<file path="src/verilog/rsc_consts.vh">
// Constants for the reset source control block
`ifndef RSC_CONSTS_VH
`define RSC_CONSTS_VH
// ==========================================================
// Register byte offsets
`define RSC_OFS_CAUSE   8'h00
`define RSC_OFS_KEY     8'h04
`define RSC_OFS_PINCFG  8'h08
`define RSC_OFS_PORT1   8'h0c
`define RSC_OFS_TRIM    8'h10
// ==========================================================
// Field positions in reset_cause_status
`define RSC_B_VD        0
`define RSC_B_WDT       1
`define RSC_B_SYSCLK    2
`define RSC_B_TRIMRST   3
`define RSC_B_TRIMFLT   4
`define RSC_B_CLRREQ    7
// Field positions in the pin and port registers
`define RSC_B_RESET_PIN_DISABLE    0
`define RSC_B_PORTMODE  1
`define RSC_B_PINLVL    2
`define RSC_B_PULLUP    0
`define RSC_B_DIR       1
// ==========================================================
// Key codes and reset values
`define RSC_KEY_CLEAR   8'h71
`define RSC_KEY_PIN     8'hb2
`define RSC_CAUSE_RST   8'h00
`define RSC_TRIM_RST    8'h00
// AXI responses
`define RSC_RESP_OKAY   2'b00
`define RSC_RESP_SLVERR 2'b10
// ==========================================================
// Timing: pin low time in ns, clock period in ns
`define RSC_PIN_LOW_NS  5000
`define RSC_CLK_NS      5
`define RSC_PIN_LOW_CYC ((`RSC_PIN_LOW_NS + `RSC_CLK_NS - 1) / `RSC_CLK_NS)
// Warm-up length in cycles
`define RSC_WARMUP_CYC  1024
`endif

</file>
<file path="src/verilog/rsc_top.v">
// Reset source control: reset gathering, warm-up, cause status, pin mode
//
// Behaviour
// RULE1: Pin low five microseconds forces device reset
// RULE2: Pin release starts warm-up, then CPU runs
// RULE3: Voltage detection raises internal reset
// RULE4: Watchdog overflow raises internal reset
// RULE5: Deadlocking oscillator setting raises clock reset
// RULE6: Warm-up loads and latches trimming bits
// RULE7: Corrupted latched trimming bits raise reset
// RULE8: Abnormal loaded trimming bits set fault flag
// RULE9: Software reloads trimming via internal reset
// RULE10: Cause register shows source of internal reset
// RULE11: Cause register cleared only by pin/power-on
// RULE12: Clear request plus key 0x71 clears causes
// RULE13: Clear request bit returns to zero afterwards
// RULE14: Software writes keys only in gear 00
// RULE15: Port use needs pin high through warm-up
// RULE16: Disable bit plus key 0xb2 frees pin
// RULE17: Cleared disable bit plus key restores reset
// RULE18: Software switches pin mode only while high
// RULE19: Power-on and pin reset are ORed
// RULE20: Internal sources share one reset, set cause
//
// Chosen here: the register offsets and the AXI4-Lite slave port.
`include "rsc_consts.vh"
`default_nettype none

module rsc_top (
  input  wire        clock,          // 200 MHz system clock
  input  wire        sys_rst,        // Power-on reset, sync, high
  input  wire        clk_en,         // Freezes all state when low
  input  wire        reset_pin_n,    // External reset pin level
  input  wire        volt_detect,    // Voltage detector reached level
  input  wire        wdt_overflow,   // Watchdog overflow event
  input  wire [1:0]  osc_enable,     // Oscillator enables {low, high}
  input  wire        sysclk_sel,     // 1 selects the low oscillator
  input  wire [7:0]  trim_nv_data,   // Trimming bits from storage
  input  wire        trim_nv_par,    // Odd parity bit from storage
  output wire        cpu_reset,      // Reset to CPU and peripherals
  output wire        trim_rd,        // Storage read during warm-up
  output reg  [7:0]  trim_value_q,   // Latched trimming bits
  output reg         port_mode_q,    // Pin freed as a port
  output reg         pullup_q,       // Port bit pull-up
  output reg         direction_q,    // Port bit direction
  input  wire [7:0]  s_axi_awaddr,
  input  wire        s_axi_awvalid,
  output wire        s_axi_awready,
  input  wire [31:0] s_axi_wdata,
  input  wire [3:0]  s_axi_wstrb,
  input  wire        s_axi_wvalid,
  output wire        s_axi_wready,
  output reg  [1:0]  s_axi_bresp,
  output reg         s_axi_bvalid,
  input  wire        s_axi_bready,
  input  wire [7:0]  s_axi_araddr,
  input  wire        s_axi_arvalid,
  output wire        s_axi_arready,
  output reg  [31:0] s_axi_rdata,
  output reg  [1:0]  s_axi_rresp,
  output reg         s_axi_rvalid,
  input  wire        s_axi_rready
);

  // ========================================================
  // Sequencer states
  localparam [1:0] ST_RST  = 2'd0;  // Reset held
  localparam [1:0] ST_WARM = 2'd1;  // Warm-up running
  localparam [1:0] ST_RUN  = 2'd2;  // CPU running

  // Integer forms, cut to the counter widths on purpose
  localparam integer PIN_LOW_INT = `RSC_PIN_LOW_CYC;
  localparam integer WARM_INT    = `RSC_WARMUP_CYC - 1;
  localparam [9:0]  PIN_LOW_MAX = PIN_LOW_INT[9:0];
  localparam [10:0] WARM_LAST   = WARM_INT[10:0];

  // True for offsets that hold a register
  function mapped;
    input [7:0] a;
    begin
      mapped = (a == `RSC_OFS_CAUSE) || (a == `RSC_OFS_KEY) ||
               (a == `RSC_OFS_PINCFG) || (a == `RSC_OFS_PORT1) ||
               (a == `RSC_OFS_TRIM);
    end
  endfunction

  reg  [1:0]  state_q;        // Sequencer state
  reg  [10:0] warm_cnt_q;     // Warm-up cycle count
  reg         pin_s1_q;       // Pin synchroniser stages
  reg         pin_s2_q;
  reg         pin_s3_q;
  reg         pin_q;          // Filtered pin level
  reg  [9:0]  low_cnt_q;      // Pin low duration
  reg  [7:0]  cause_q;        // reset_cause_status
  reg         reset_pin_disable_q;       // reset_pin_disable
  reg  [7:0]  trim_shadow_q;  // Duplicate copy for upset check
  reg         aw_full_q;      // Write address held
  reg  [7:0]  aw_addr_q;
  reg         w_full_q;       // Write data held
  reg  [7:0]  w_data_q;
  reg         w_lane0_q;      // Low byte lane enabled

  // ========================================================
  // Reset source evaluation
  wire pin_en     = ~port_mode_q;
  wire pin_low    = pin_en & ~pin_q;
  // Outside run any low holds reset; in run it must last 5 us
  wire pin_rst    = pin_low &
                    ((state_q != ST_RUN) || (low_cnt_q == PIN_LOW_MAX)); // [RULE1] [RULE19]
  wire running    = (state_q == ST_RUN);
  wire ev_vd      = running & volt_detect;                            // [RULE3]
  wire ev_wdt     = running & wdt_overflow;                           // [RULE4]
  // Selected oscillator switched off leaves the CPU without clock
  wire ev_sysclk  = running &
                    (sysclk_sel ? ~osc_enable[1] : ~osc_enable[0]);   // [RULE5]
  wire ev_trim    = running & (trim_value_q != trim_shadow_q);        // [RULE7]
  wire any_int    = ev_vd | ev_wdt | ev_sysclk | ev_trim;             // [RULE20]
  wire warm_first = (state_q == ST_WARM) && (warm_cnt_q == 11'd0);
  // Odd parity over data and parity bit means good bits
  wire trim_bad   = ~(^{trim_nv_data, trim_nv_par});

  assign cpu_reset = ~running;                                        // [RULE2]
  assign trim_rd   = (state_q == ST_WARM);

  // ========================================================
  // Bus handshakes
  assign s_axi_awready = ~aw_full_q & ~s_axi_bvalid;
  assign s_axi_wready  = ~w_full_q & ~s_axi_bvalid;
  assign s_axi_arready = ~s_axi_rvalid;
  wire do_wr  = aw_full_q & w_full_q & ~s_axi_bvalid;
  wire wr_ok  = do_wr & mapped(aw_addr_q) & w_lane0_q;
  wire wr_key = wr_ok & (aw_addr_q == `RSC_OFS_KEY);
  wire do_rd  = s_axi_arvalid & ~s_axi_rvalid;
  wire key_clr = wr_key & (w_data_q == `RSC_KEY_CLEAR) &
                 cause_q[`RSC_B_CLRREQ];                              // [RULE12]
  // Pin mode change only with pulled-up input configuration
  wire key_pin = wr_key & (w_data_q == `RSC_KEY_PIN) &
                 pullup_q & ~direction_q;                             // [RULE16] [RULE17]

  // ========================================================
  // Pin synchroniser and filter
  always @(posedge clock) begin
    if (sys_rst) begin
      pin_s1_q <= 1'b1;
      pin_s2_q <= 1'b1;
      pin_s3_q <= 1'b1;
      pin_q    <= 1'b1;
    end else if (clk_en) begin
      pin_s1_q <= reset_pin_n;
      pin_s2_q <= pin_s1_q;
      pin_s3_q <= pin_s2_q;
      // Level accepted only when two stages agree
      if (pin_s2_q == pin_s3_q) begin
        pin_q <= pin_s3_q;
      end
    end
  end

  // ========================================================
  // Pin low duration counter
  always @(posedge clock) begin
    if (sys_rst) begin
      low_cnt_q <= 10'd0;
    end else if (clk_en) begin
      if (!pin_low) begin
        low_cnt_q <= 10'd0;
      end else if (low_cnt_q != PIN_LOW_MAX) begin
        low_cnt_q <= low_cnt_q + 10'd1;                               // [RULE1]
      end
    end
  end

  // ========================================================
  // Reset sequencer
  always @(posedge clock) begin
    if (sys_rst) begin
      state_q    <= ST_RST;
      warm_cnt_q <= 11'd0;
    end else if (clk_en) begin
      case (state_q)
        ST_RST: begin
          // Leave when the later of pin and power-on releases
          if (!pin_rst) begin
            state_q    <= ST_WARM;                                    // [RULE2] [RULE19]
            warm_cnt_q <= 11'd0;
          end
        end
        ST_WARM: begin
          if (pin_rst) begin
            state_q <= ST_RST;
          end else if (warm_cnt_q == WARM_LAST) begin
            state_q <= ST_RUN;                                        // [RULE2]
          end else begin
            warm_cnt_q <= warm_cnt_q + 11'd1;
          end
        end
        ST_RUN: begin
          // Every source funnels into the one reset
          if (pin_rst || any_int) begin
            state_q <= ST_RST;                                        // [RULE20]
          end
        end
        default: begin
          state_q <= ST_RST;
        end
      endcase
    end
  end

  // ========================================================
  // Trimming bits latch, loaded on first warm-up cycle
  always @(posedge clock) begin
    if (sys_rst) begin
      trim_value_q  <= `RSC_TRIM_RST;
      trim_shadow_q <= `RSC_TRIM_RST;
    end else if (clk_en && warm_first) begin
      trim_value_q  <= trim_nv_data;                                  // [RULE6]
      trim_shadow_q <= trim_nv_data;
    end
  end

  // ========================================================
  // Cause register; events win over a key clear in the same cycle
  always @(posedge clock) begin
    if (sys_rst) begin
      cause_q <= `RSC_CAUSE_RST;                                      // [RULE11]
    end else if (clk_en) begin
      if (pin_rst) begin
        cause_q <= `RSC_CAUSE_RST;                                    // [RULE11]
      end else begin
        if (key_clr) begin
          cause_q <= 8'h00;                                           // [RULE12] [RULE13]
        end else if (wr_ok && aw_addr_q == `RSC_OFS_CAUSE) begin
          cause_q[`RSC_B_CLRREQ] <= w_data_q[`RSC_B_CLRREQ];
        end
        if (ev_vd) begin
          cause_q[`RSC_B_VD] <= 1'b1;                                 // [RULE10]
        end
        if (ev_wdt) begin
          cause_q[`RSC_B_WDT] <= 1'b1;                                // [RULE10]
        end
        if (ev_sysclk) begin
          cause_q[`RSC_B_SYSCLK] <= 1'b1;                             // [RULE10]
        end
        if (ev_trim) begin
          cause_q[`RSC_B_TRIMRST] <= 1'b1;                            // [RULE10]
        end
        if (warm_first && trim_bad) begin
          cause_q[`RSC_B_TRIMFLT] <= 1'b1;                            // [RULE8]
        end
      end
    end
  end

  // ========================================================
  // Pin and port configuration; restored by any reset
  always @(posedge clock) begin
    if (sys_rst) begin
      reset_pin_disable_q    <= 1'b0;
      port_mode_q <= 1'b0;
      pullup_q    <= 1'b0;
      direction_q <= 1'b0;
    end else if (clk_en) begin
      if (state_q == ST_RST) begin
        reset_pin_disable_q    <= 1'b0;
        port_mode_q <= 1'b0;
        pullup_q    <= 1'b0;
        direction_q <= 1'b0;
      end else begin
        if (wr_ok && aw_addr_q == `RSC_OFS_PINCFG) begin
          reset_pin_disable_q <= w_data_q[`RSC_B_RESET_PIN_DISABLE];
        end
        if (wr_ok && aw_addr_q == `RSC_OFS_PORT1) begin
          pullup_q    <= w_data_q[`RSC_B_PULLUP];
          direction_q <= w_data_q[`RSC_B_DIR];
        end
        // The disable bit acts only through the key
        if (key_pin) begin
          port_mode_q <= reset_pin_disable_q;                                    // [RULE16] [RULE17]
        end
      end
    end
  end

  // ========================================================
  // Write channel capture and response
  always @(posedge clock) begin
    if (sys_rst) begin
      aw_full_q    <= 1'b0;
      aw_addr_q    <= 8'h00;
      w_full_q     <= 1'b0;
      w_data_q     <= 8'h00;
      w_lane0_q    <= 1'b0;
      s_axi_bvalid <= 1'b0;
      s_axi_bresp  <= `RSC_RESP_OKAY;
    end else if (clk_en) begin
      if (s_axi_awvalid && s_axi_awready) begin
        aw_full_q <= 1'b1;
        aw_addr_q <= s_axi_awaddr;
      end
      if (s_axi_wvalid && s_axi_wready) begin
        w_full_q  <= 1'b1;
        w_data_q  <= s_axi_wdata[7:0];
        w_lane0_q <= s_axi_wstrb[0];
      end
      if (do_wr) begin
        aw_full_q    <= 1'b0;
        w_full_q     <= 1'b0;
        s_axi_bvalid <= 1'b1;
        // Unmapped offsets answer with a slave error
        s_axi_bresp  <= mapped(aw_addr_q) ? `RSC_RESP_OKAY : `RSC_RESP_SLVERR;
      end else if (s_axi_bvalid && s_axi_bready) begin
        s_axi_bvalid <= 1'b0;
      end
    end
  end

  // ========================================================
  // Read channel; key register reads as zero
  always @(posedge clock) begin
    if (sys_rst) begin
      s_axi_rvalid <= 1'b0;
      s_axi_rdata  <= 32'h00000000;
      s_axi_rresp  <= `RSC_RESP_OKAY;
    end else if (clk_en) begin
      if (do_rd) begin
        s_axi_rvalid <= 1'b1;
        s_axi_rresp  <= mapped(s_axi_araddr) ? `RSC_RESP_OKAY : `RSC_RESP_SLVERR;
        case (s_axi_araddr)
          `RSC_OFS_CAUSE: begin
            s_axi_rdata <= {24'h000000, cause_q};                     // [RULE10]
          end
          `RSC_OFS_PINCFG: begin
            s_axi_rdata <= {29'h00000000, pin_q, port_mode_q, reset_pin_disable_q};
          end
          `RSC_OFS_PORT1: begin
            s_axi_rdata <= {30'h00000000, direction_q, pullup_q};
          end
          `RSC_OFS_TRIM: begin
            s_axi_rdata <= {24'h000000, trim_value_q};
          end
          default: begin
            s_axi_rdata <= 32'h00000000;
          end
        endcase
      end else if (s_axi_rvalid && s_axi_rready) begin
        s_axi_rvalid <= 1'b0;
      end
    end
  end

endmodule // rsc_top

`default_nettype wire

</file>
<file path="config.mk">
export PLATFORM = sky130hd
export DESIGN_NAME = rsc_top
export DESIGN_NICKNAME = d
export VERILOG_FILES = /design/src/verilog/rsc_top.v
export VERILOG_INCLUDE_DIRS = /design/src /design/src/verilog
export SDC_FILE = /design/constraint.sdc
export NUM_CORES = 1
export LEC_CHECK = 0
export BUFFER_PORTS_ARGS = -buffer_cell sky130_fd_sc_hd__buf_4
export CORE_ASPECT_RATIO = 0.7
export CORE_MARGIN = 5
export CORE_UTILIZATION = 40
export DETAILED_ROUTE_END_ITERATION = 8
export GPL_TIMING_DRIVEN = 0
export PLACE_DENSITY = 0.62
export SLEW_MARGIN = 10
export SYNTH_ARGS = -nofsm -noshare
export SYNTH_HDL_FRONTEND = slang
export SYNTH_SLANG_ARGS = --single-unit
</file>
<file path="constraint.sdc">
create_clock -name clock -period 2.8 [get_ports clock]
set_input_delay 0.56 -clock clock [delete_from_list [all_inputs] [get_ports clock]]
set_output_delay 0.56 -clock clock [all_outputs]
set_load 0.005 [all_outputs]
</file>
* Word-level counts from Yosys, hierarchy flattened
Cells that the tools add are included.
** Operators by class
- Add/subtract/negate cells :: 2
- Equal/unequal tests :: 23
- Mux-type cells :: 39
- Bitwise operators :: 31
- Reductions and logical operators :: 62
** Operators with widths (number)
- $reduce_and A2 Y1 :: 20
- $mux W11 :: 3
- $eq A8 B4 Y1 const B :: 4
- $pmux W8 S4 :: 1
- $mux W1 :: 23
- $pmux W11 S2 :: 1
- $mux W10 :: 2
- $and A1 B1 Y1 :: 18
- $reduce_bool A2 Y1 :: 9
- $reduce_bool A3 Y1 :: 6
- $eq A8 B3 Y1 const B :: 2
- $eq A8 B5 Y1 const B :: 2
- $logic_not A8 Y1 :: 2
- $mux W2 :: 6
- $add A11 B1 Y11 const B :: 1
- $eq A11 B10 Y1 const B :: 1
- $logic_not A11 Y1 :: 1
- $not A1 Y1 :: 11
- $add A10 B1 Y10 const B :: 1
- $eq A10 B10 Y1 const B :: 1
- $logic_and A1 B1 Y1 :: 10
- $logic_or A1 B1 Y1 :: 10
- $ne A10 B10 Y1 const B :: 1
- $reduce_xor A9 Y1 :: 1
- other kinds (15) :: 20
** Storage, ports and cells
- Register bits after elaboration :: 104
- Bits of input ports :: 75
- Logic and storage cells :: 186

* Depth between registers and ports, before layout
Gate-level depths: netlist of run 1.
- Depth after elaboration :: 13
- Gate-level depth with buffers :: 7
- Mapped depth without buffers :: 7

* Worst setup path before layout of run 1
Ideal clock, no wire load.
- Path kind :: reg-to-reg
- From :: register aw_addr_q[0]
- To :: register cause_q[7]
- Library setup time :: 0.074 ns
- Data arrival time :: 1.874 ns
- Slack :: 0.852 ns
- Stages on the path, launching flop included :: 6
- Period minus slack after synthesis :: 1.948 ns
- Cells stage by stage :: dfxtp_1 -> or4_4 -> nor4_4 -> nand2_2 -> or4b_1 -> a31oi_1
** Between the ends
- Longest elaborated chain between the ends :: 12
** Ends and longest elaborated chain
- start: declaration :: line rsc_top.v:98 : reg [7:0] aw_addr_q;
- start signal: assignment :: line rsc_top.v:299 : aw_addr_q <= s_axi_awaddr;
- $eq A8 B3 Y1 (no source line) / $logic_not A8 Y1 (equally long branches)
- $logic_or A1 B1 Y1 (4 in a row) :: line rsc_top.v:81 : mapped = (a == `RSC_OFS_CAUSE) || (a == `RSC_OFS_KEY) ||
- $and A1 B1 Y1 (2 in a row) :: line rsc_top.v:131 : wire wr_ok = do_wr & mapped(aw_addr_q) & w_lane0_q;
- $and A1 B1 Y1 :: line rsc_top.v:132 : wire wr_key = wr_ok & (aw_addr_q == `RSC_OFS_KEY);
- $and A1 B1 Y1 (2 in a row) :: line rsc_top.v:134 : wire key_clr = wr_key & (w_data_q == `RSC_KEY_CLEAR) &
- $reduce_bool A3 Y1 (no source line) / $mux W1 (equally long branches)
- $reduce_and A2 Y1 (no source line) / $mux W8 (equally long branches)
- end signal: assignment :: line rsc_top.v:226 : cause_q <= `RSC_CAUSE_RST;
- end signal: assignment :: line rsc_top.v:229 : cause_q <= `RSC_CAUSE_RST;
- end signal: indexed assignment :: line rsc_top.v:234 : cause_q[`RSC_B_CLRREQ] <= w_data_q[`RSC_B_CLRREQ];
- end: declaration :: line rsc_top.v:94 : reg [7:0] cause_q;
Several ways; a longest one is shown, not always the timed one.
A chain may end at the register's enable or synchronous reset.

* Worst setup path in the final report of run 1
- From :: register state_q[0]
- To :: register cause_q[7]
** Between the ends
- Longest elaborated chain between the ends :: 5
** Ends and longest elaborated chain
- start: declaration :: line rsc_top.v:87 : reg [1:0] state_q;
- start signal: assignment :: line rsc_top.v:177 : state_q <= ST_RST;
- start signal: assignment :: line rsc_top.v:184 : state_q <= ST_WARM;
- start signal: assignment :: line rsc_top.v:190 : state_q <= ST_RST;
- $ne A2 B2 Y1 (*) :: line rsc_top.v:109 : ((state_q != ST_RUN) || (low_cnt_q == PIN_LOW_MAX));
- $logic_or A1 B1 Y1 (*) :: line rsc_top.v:109
- $and A1 B1 Y1 (*) :: line rsc_top.v:108 : wire pin_rst = pin_low &
- $reduce_bool A3 Y1 (no source line)
- $reduce_and A2 Y1 (no source line)
Mark *: on every way between the ends. The rest lies on a longest branch, timed or not.

==> impl_metrics.ini, run 1 <==
[timing]
whs_ns = 0.4436
fin_skew_ns = 0.006213
tightestPinTransition_ns = 0.9492
fin_crit_sh_pct = 79.47
setup_viol_count_final = 0
finalHoldViolCount = 0
relSlewSlack_pct = 36.58
max_freq_mhz = 449.4
grt_setup_unrepaired = false
slew_violations = 0
setup_tns_ns = 0
min_period_ns = 2.225
setup_ws_ns = 0.5749

[min_path]
hold_class = primary input to flop

[cells_and_area]
antenna_cells = 0
stdcell_area_um2 = 4786
stdcell_count = 685
fillers = 867
drive_above_1_share_pct = 22.46
utilization_pct = 52.76
area_growth_pct = 28.66
multi_input_area_um2 = 1991
nets = 637
regArea_um2 = 1501

[clocking]
clk_pin_slew_ns = 0.05
cts_post_setup_buffers_inserted = 0
cts_tree = done
root_buffer = clkbuf_16
htree_levels = 3
cts_buffers = 9
cts_sinks = 75
clockBufferDepth = 2
clk_latency_ns = 0.34
cts_hold_buf = 0
cts.repair.resized = 0

[drt]
routed_wl_um = 9418
firstDrtPassIters = 6
ant_nets = 0
drt_iter0_markers = 206
via_count = 3386
vias_per_cell = 4.943
drcViolationCount = 0
avgRoutedWirePerCell_um = 13.75

[global_routing]
grt-ovfl-total = 0
grt_pass1_vias = 3188
grtUsageMet1_pct = 22.15
use_met2_pct = 24.78
antenna_found_initial = 0
top_usage_layer = met2
met3_usage_pct = 5.496
grt_pass1_wl_um = 15220
grt_max_degree = 12
grt_usage_pct = 16.38

[power_and_ir_drop]
irDropWorstVdd_uv = 291.6
leakage_nw = 1.975
powerDensity_nw_per_um2 = 511.5
power_mw = 2.448

[yosys]
yosys_warnings = 0
synth-seq-cells = 75
syn_area_um2 = 3720
synth-edff-count = 0
synth_area_per_cell_um2 = 8.285
ys.flop_type = dfxtp_1
ys_seq_area_share_pct = 40.36
synth-async-reset-ratio_pct = 0
netlist_instances = 449
ys_types = 51

[run]
maxCapViolCount = 0

[floorplanning]
die_height_um = 90.68
core_um2 = 9071
design.die.area_um2 = 11360
initial_core_util_pct = 41.01
die_width_um = 125.3
rows = 29
io_pins = 129

[setup_path]
critical_path_arrival_ns = 2.48
critPathLaunchType = flop
crit_family = simple AND/OR/NAND/NOR gates
cp_num_buf_inv = 2
critPathKind = flop to flop
cp_slowest_cell = or4b_1
cp_cell_sequence = clkbuf_1 -> nor2b_1 -> inv_1 -> o21ai_1 -> or4b_1 -> a31oi_1
worstSetupEndpointType = flop
cp_data_required_time_ns = 3.06
cp_max_fo = 10
cpPeakStageDelay_ns = 0.49

[placement]
placedCellCount = 671
gp_congestion = 0.8379
dp_slack_ns = 0.5898
placed_cell_area_um2 = 4517
io_buffers = 73
place.detailed.hpwl_um = 7270

[run_status]
status = completed
-- layout make-up --
type	count	share of cell area (%)
multi-input cells	340	41.59
flip-flops and latches	75	31.37
repair buffers	73	11.45
plain buffers	48	5.856
clock buffers	12	5.359
well taps	124	3.242
inverters	11	0.8627
clock inverters	2	0.2614
-- flip-flops by register name, summed over array words and instances, names as in the netlist, 2 cells and up --
register       count
warm_cnt_q        11
low_cnt_q         10
aw_addr_q          8
s_axi_rdata        8
trim_shadow_q      8
w_data_q           8
cause_q            5
state_q            2
-- cells by family after synthesis --
family                     after synthesis  synth area share (%)
and+or+nand+nor                        196                 27.11
DFF                                     75                 40.36
xor gates and xnor gates                24                 5.651
muxes                                   22                 6.054
adders and majority gates                4                 1.345
buffers and inverters                   59                 8.645
other                                    1                0.1008
AOI/OAI and AO/OA                       68                 10.73
-- where the power goes --
group	switching (mW)	internal (mW)	total, mW
logic	0.138	0.142	0.280
clock network	0.414	0.636	1.05
registers	0.0225	1.10	1.12
total	0.574	1.87	2.45
-- synthesized netlist by cell type, types with 4 or more instances --
library cell,count,area (µm²)
dfxtp_1,75,1501
nor2_1,55,206.5
nand2_1,49,183.9
a21oi_1,33,165.2
buf_4,26,195.2
clkbuf_1,19,71.32
mux2i_1,18,180.2
nand4_1,18,112.6
nand3_1,15,75.07
xor2_1,15,131.4
o21ai_0,14,70.07
inv_1,11,41.29
xnor2_1,9,78.83
nand2b_1,7,43.79
nor2b_1,6,37.54
a22oi_1,5,37.54
and3_1,5,31.28
nor4_1,5,31.28
ha_1,4,50.05
mux2_2,4,45.04
nor3_1,4,20.02
nor3b_1,4,30.03
or4_1,4,30.03
-- final timing paths --
kind              cells past startpoint        endpoint           start  slack [ns]
hold / removal                        2        pin_s1_q     reset_pin_n        0.44
setup / recovery                      6      cause_q[7]      state_q[0]        0.57
hold reg to reg                       2  s_axi_rdata[4]  s_axi_rdata[4]        0.45
setup reg to reg                      6      cause_q[7]      state_q[0]        0.57
-- worst reg2reg max path, cell delays in order (launching register included) --
cell and delay [ns]:
dfxtp_1 0.29, clkbuf_1 0.19, nor2b_1 0.39, inv_1 0.16, o21ai_1 0.46, or4b_1 0.49, a31oi_1 0.17
-- cell usage in the layout (no fill, tap or decap), drive strengths merged, types with 7 or more instances in the layout --
cell type and n:
buf 102, nand2b 7, xor2 15, a21oi 33, conb 26, o21ai 15
inv 11, mux2i 18, nand4 18, nand2 50, dfxtp 75, clkbuf 31
nand3 15, nor2 55, xnor2 9
-- per-layer routing --
| metal | share of wire (%) | up-vias | routed length [µm] |
|---|---|---|---|
| li1 | - | 1732 | - |
| met1 | 48 | 1526 | 4553 |
| met2 | 43 | 108 | 4086 |
| met3 | 6.7 | 20 | 632 |
| met4 | 1.6 | 0 | 146 |
| met5 | 0 | - | 0 |
No activity file was read; power rests on OpenSTA's default activity.
==> inputs of run 2 (changes only) <==
Clock period 2.8 ns to 2.23 ns, I/O delays scaled along.
==> run 2 against run 1 <==
Effect of this change:
- sequential cell count stayed put
- critical path depth is 1 lower
- register-to-register slack worse by 0.41 ns
- sequential power is 25% higher
- first-iteration DRC count is 16% higher
- total power is 26% higher
- hold slack worse by 0.11 ns
- sequential share of layout area hardly changed
- final area is 0.13% higher
- largest power group unchanged
- highest routed layer unchanged
==> impl_metrics.ini, run 2 (synthesis results as in run 1) <==
[run_status]
status = completed

[timing]
grt_setup_unrepaired = false
fin_crit_sh_pct = 92.42
setup_tns_ns = 0
max_freq_mhz = 485.2
setup_viol_count_final = 0
tightestPinTransition_ns = 0.9491
relSlewSlack_pct = 36.59
slew_violations = 0
fin_skew_ns = 0.006531
whs_ns = 0.3324
finalHoldViolCount = 0
min_period_ns = 2.061

[global_routing]
grt_max_degree = 12
antenna_found_initial = 0
grt_pass1_wl_um = 15220
grt_pass1_vias = 3188
grt_usage_pct = 16.38
grt-ovfl-total = 0

[clocking]
cts_sinks = 75
cts.repair.resized = 0
clockBufferDepth = 2
clk_latency_ns = 0.34
clk_pin_slew_ns = 0.05
cts_buffers = 9
cts_hold_buf = 0
htree_levels = 3
cts_tree = done
root_buffer = clkbuf_16
cts_post_setup_buffers_inserted = 0

[drt]
firstDrtPassIters = 5
ant_nets = 0
avgRoutedWirePerCell_um = 13.75
drcViolationCount = 0
drt_iter0_markers = 238
routed_wl_um = 9420
vias_per_cell = 4.907
via_count = 3361

[floorplanning]
initial_core_util_pct = 41.01
io_pins = 129
die_height_um = 90.68
core_um2 = 9071
design.die.area_um2 = 11360
rows = 29
die_width_um = 125.3

[min_path]
hold_class = primary input to flop

[placement]
place.detailed.hpwl_um = 7270
gp_congestion = 0.8379
placedCellCount = 671
io_buffers = 73

[setup_path]
cp_max_fo = 8
cp_cell_sequence = or4_4 -> nor4_4 -> nand2_2 -> or4b_1 -> a31oi_1
cp_num_buf_inv = 0
critical_path_arrival_ns = 2.32
critPathLaunchType = flop
cpPeakStageDelay_ns = 0.55
worstSetupEndpointType = flop
crit_family = simple AND/OR/NAND/NOR gates
cp_slowest_cell = or4_4
cp_data_required_time_ns = 2.49
critPathKind = flop to flop

[cells_and_area]
layout.cells.most_common_list = buf_4, dfxtp_1, nor2_1, nand2_1, a21oi_1
area_growth_pct = 28.83
registers.top_by_ff_count = warm_cnt_q
stdcell_count = 685
top_regs = warm_cnt_q: 11 flops, low_cnt_q: 10 flops
drive_above_1_share_pct = 22.82
nets = 637
largest_reg_flops = 11
antenna_cells = 0
final_common_cell = buf_4

[power_and_ir_drop]
irDropWorstVdd_uv = 365.7
powerDensity_nw_per_um2 = 641.6
leakage_nw = 1.974

[run]
maxCapViolCount = 0
## run 2: cell counts in the layout (fill, tap and decap cells not counted)
Identical to the previous run, type by type.
## run 2: layout make-up
| class | count | area [µm²] |
|---|---|---|
| Clock buffer | 12 | 256.5 |
| Multi-Input combinational cell | 340 | 1997 |
| Inverter | 11 | 41.29 |
| Fill cell | 868 | 4279 |
| Clock inverter | 2 | 12.51 |
| Timing Repair Buffer | 73 | 548.0 |
| Sequential cell | 75 | 1501 |
| Buffer | 48 | 280.3 |
| Tap cell | 124 | 155.1 |
## run 2: path summary, 6_finish.rpt
path | from | end | slack [ns] | depth (start not counted)
setup / recovery | aw_addr_q[0] | cause_q[7] | 0.17 | 5
setup reg to reg | aw_addr_q[0] | cause_q[7] | 0.17 | 5
hold reg to reg | s_axi_rdata[4] | s_axi_rdata[4] | 0.45 | 2
hold / removal | reset_pin_n | pin_s1_q | 0.33 | 2
## run 2: worst register-to-register path: stages, from the launching register on
cell and delay, ns:
dfxtp_1 0.31, or4_4 0.55, nor4_4 0.38, nand2_2 0.09, or4b_1 0.48, a31oi_1 0.17
## run 2: where the power goes
part / internal, mW / total (mW) / switching, mW
combinational: 0.178 / 0.352 / 0.174
clock: 0.799 / 1.32 / 0.520
sequential: 1.38 / 1.40 / 0.0281
## run 2: through the flow
stage	total power [mW]	instance area (µm²)	util, %	worst slack (ns)
final	3.074	4792	52.83	0.1689
after global routing	3.203	4792	52.83	0.05292
after CTS	3.107	4786	52.76	0.04315
after detailed placement	1.781	4517	49.79	0.08405
after global placement	1.777	4517	49.79	0.1142
after floorplan	1.638	3814	-	0.2821
## run 2: per-layer routing
layer	GRT usage, %	share of wire [%]	vias up
li1	-	-	1731
met5	0	0	-
met2	24.78	43	100
met3	5.496	6.7	15
met1	22.15	49	1515
met4	4.874	1.3	0
==> inputs of run 3 (changes only) <==
Settings changed: CELL_PAD_IN_SITES_DETAIL_PLACEMENT from default to 2, CELL_PAD_IN_SITES_GLOBAL_PLACEMENT from default to 2, CORE_UTILIZATION 40 to 28, PLACE_DENSITY 0.62 to 0.76.
==> run 3 against run 2 <==
Effect of this change:
- sequential cell count did not move
- total power up 7.4%
- setup slack worse by 0.039 ns
- critical endpoint is now cause_q[4]
- sequential power is essentially flat
- global-route usage about the same
- largest power group is now clock
- hold slack worse by 0.0025 ns
- clock power up 16%
- via count grew 6.5%
==> impl_metrics.ini, run 3 (synthesis results as in run 1) <==
[global_routing]
grt_pass1_wl_um = 20410
antenna_found_initial = 0
grt-ovfl-total = 0
grt_usage_pct = 16.38
grt_pass1_vias = 3921
grt_max_degree = 13

[cells_and_area]
fillers = 1511
registers.top_by_ff_count = warm_cnt_q
stdcell_area_um2 = 4910
antenna_cells = 0
nets = 639
top_regs = warm_cnt_q: 11 flops, low_cnt_q: 10 flops
stdcell_count = 731
largest_reg_flops = 11
utilization_pct = 37.50
area_growth_pct = 31.99
layout.cells.most_common_list = buf_4, dfxtp_1, nor2_1, nand2_1, a21oi_1
final_common_cell = buf_4
drive_above_1_share_pct = 23.72

[timing]
slew_violations = 0
setup_tns_ns = 0
tightestPinTransition_ns = 0.7175
max_freq_mhz = 476.1
finalHoldViolCount = 0
min_period_ns = 2.100
relSlewSlack_pct = 52.07
setup_viol_count_final = 0
whs_ns = 0.3300
grt_setup_unrepaired = true
fin_crit_sh_pct = 94.19
fin_skew_ns = 0.007441

[clocking]
cts_buffers = 9
clockBufferDepth = 2
clk_latency_ns = 0.34
cts_hold_buf = 0
cts_sinks = 75
clk_pin_slew_ns = 0.06
root_buffer = clkbuf_16
cts_tree = done
htree_levels = 3

[setup_path]
rr_endpoint = cause_q[4]
crit_family = simple AND/OR/NAND/NOR gates
reg2reg_depth = 6
worstSetupEndpointType = flop
cpPeakStageDelay_ns = 0.53
cp_data_required_time_ns = 2.47
crit_end = cause_q[4]
cp_num_buf_inv = 1
worstSetupPathDepth = 6
timing.critical_path.from = warm_cnt_q[2]
r2r_start = warm_cnt_q[2]
regToRegSetupSlack_ns = 0.13
cp_cell_sequence = or4_1 -> nor3_1 -> nand4_1 -> buf_2 -> or3b_2 -> o32ai_1
critPathLaunchType = flop
cp_slowest_cell = or4_1
cp_max_fo = 9
critPathKind = flop to flop
critical_path_arrival_ns = 2.34

[power_and_ir_drop]
p_comb_share_pct = 11.2
swShare_pct = 24.04
irDropWorstVdd_uv = 345.3
powerDensity_nw_per_um2 = 672.6
seq_power_share_pct = 42.6
p_int_mw = 2.508
p_sw_mw = 0.7939
leakage_nw = 2.011
p_clk_share_pct = 46.2

[drt]
avgRoutedWirePerCell_um = 17.52
firstDrtPassIters = 4
routed_wl_um = 12810
drt_iter0_markers = 135
ant_nets = 0
drcViolationCount = 0
vias_per_cell = 4.895
via_count = 3578

[run_status]
status = completed

[placement]
placedCellCount = 713
io_buffers = 73
gp_congestion = 0.7848
place.detailed.hpwl_um = 9894
placed_cell_area_um2 = 4569

[floorplanning]
initial_core_util_pct = 28.41
rows = 35
design.die.area_um2 = 15730
die_width_um = 147.8
die_height_um = 106.4
io_pins = 129
core_um2 = 13090

[run]
maxCapViolCount = 0

[min_path]
hold_class = primary input to flop
run 3: cell count changes in the layout (fill, tap and decap cells not counted):
cell | before | now
bufinv_16 | 0 | 1
clkinv_2 | 1 | 2
clkbuf_1 | 20 | 19
nor3b_2 | 0 | 1
nor3b_1 | 4 | 3
clkbuf_8 | 2 | 3
buf_4 | 99 | 101
run 3: worst min-delay path by stage:
| stage | startpoint | to | depth (start not counted) |
|---|---|---|---|
| after global placement | pin_s1_q | pin_s2_q | 1 |
| after global routing | reset_pin_n | pin_s1_q | 2 |
| after detailed placement | pin_s1_q | pin_s2_q | 1 |
| after CTS | reset_pin_n | pin_s1_q | 2 |
| final | reset_pin_n | pin_s1_q | 2 |
| after floorplan | pin_s1_q | pin_s2_q | 1 |
run 3: routing by layer:
layer | up-vias | track usage [%] | routed length, µm
met4 | 0 | 3.191 | 70
met2 | 71 | 27.84 | 6162
met5 | - | 0 | 0
met3 | 9 | 4.389 | 589
met1 | 1767 | 21.02 | 5985
li1 | 1731 | - | -
run 3: area by class of cell:
| class | count | area (µm²) | share of cell area [%] |
|---|---|---|---|
| Clock inverter | 4 | 47.55 | 0.9684 |
| Buffer | 48 | 280.3 | 5.708 |
| Timing Repair Buffer | 75 | 563.0 | 11.47 |
| Clock buffer | 12 | 266.5 | 5.428 |
| Sequential cell | 75 | 1501 | 30.58 |
| Inverter | 11 | 41.29 | 0.8410 |
| Multi-Input combinational cell | 340 | 2002 | 40.77 |
| Tap cell | 166 | 207.7 | 4.230 |
run 3: metrics by stage:
step	setup slack [ns]	power [mW]
after floorplan	0.2821	1.638
after global placement	-0.002215	1.788
after detailed placement	-0.04234	1.802
after CTS	0.007372	3.343
after global routing	-0.04068	3.457
final	0.1297	3.302
run 3: repair_timing:
item	in CTS	in global routing
endpoints found under the setup margin	2	5
pin swaps	0	1
buffers inserted	0	2
gates resized for setup	1	1
run 3: worst register-to-register path: cells and delay by family, from the launching register on:
family / cells / cell delay [ns]
AOI/OAI and AO/OA: 1 / 0.11
buffers and inverters: 1 / 0.26
DFF: 1 / 0.34
and+or+nand+nor: 4 / 1.30
run 3: power by group through the flow:
| stage | Clock (mW) | Combinational [mW] | Sequential [mW] |
|---|---|---|---|
| floorplan | 0 | 0.213 | 1.42 |
| global placement | 0 | 0.356 | 1.43 |
| detailed placement | 0 | 0.368 | 1.43 |
| CTS | 1.57 | 0.372 | 1.40 |
| global route | 1.64 | 0.410 | 1.41 |
| finish | 1.53 | 0.371 | 1.41 |
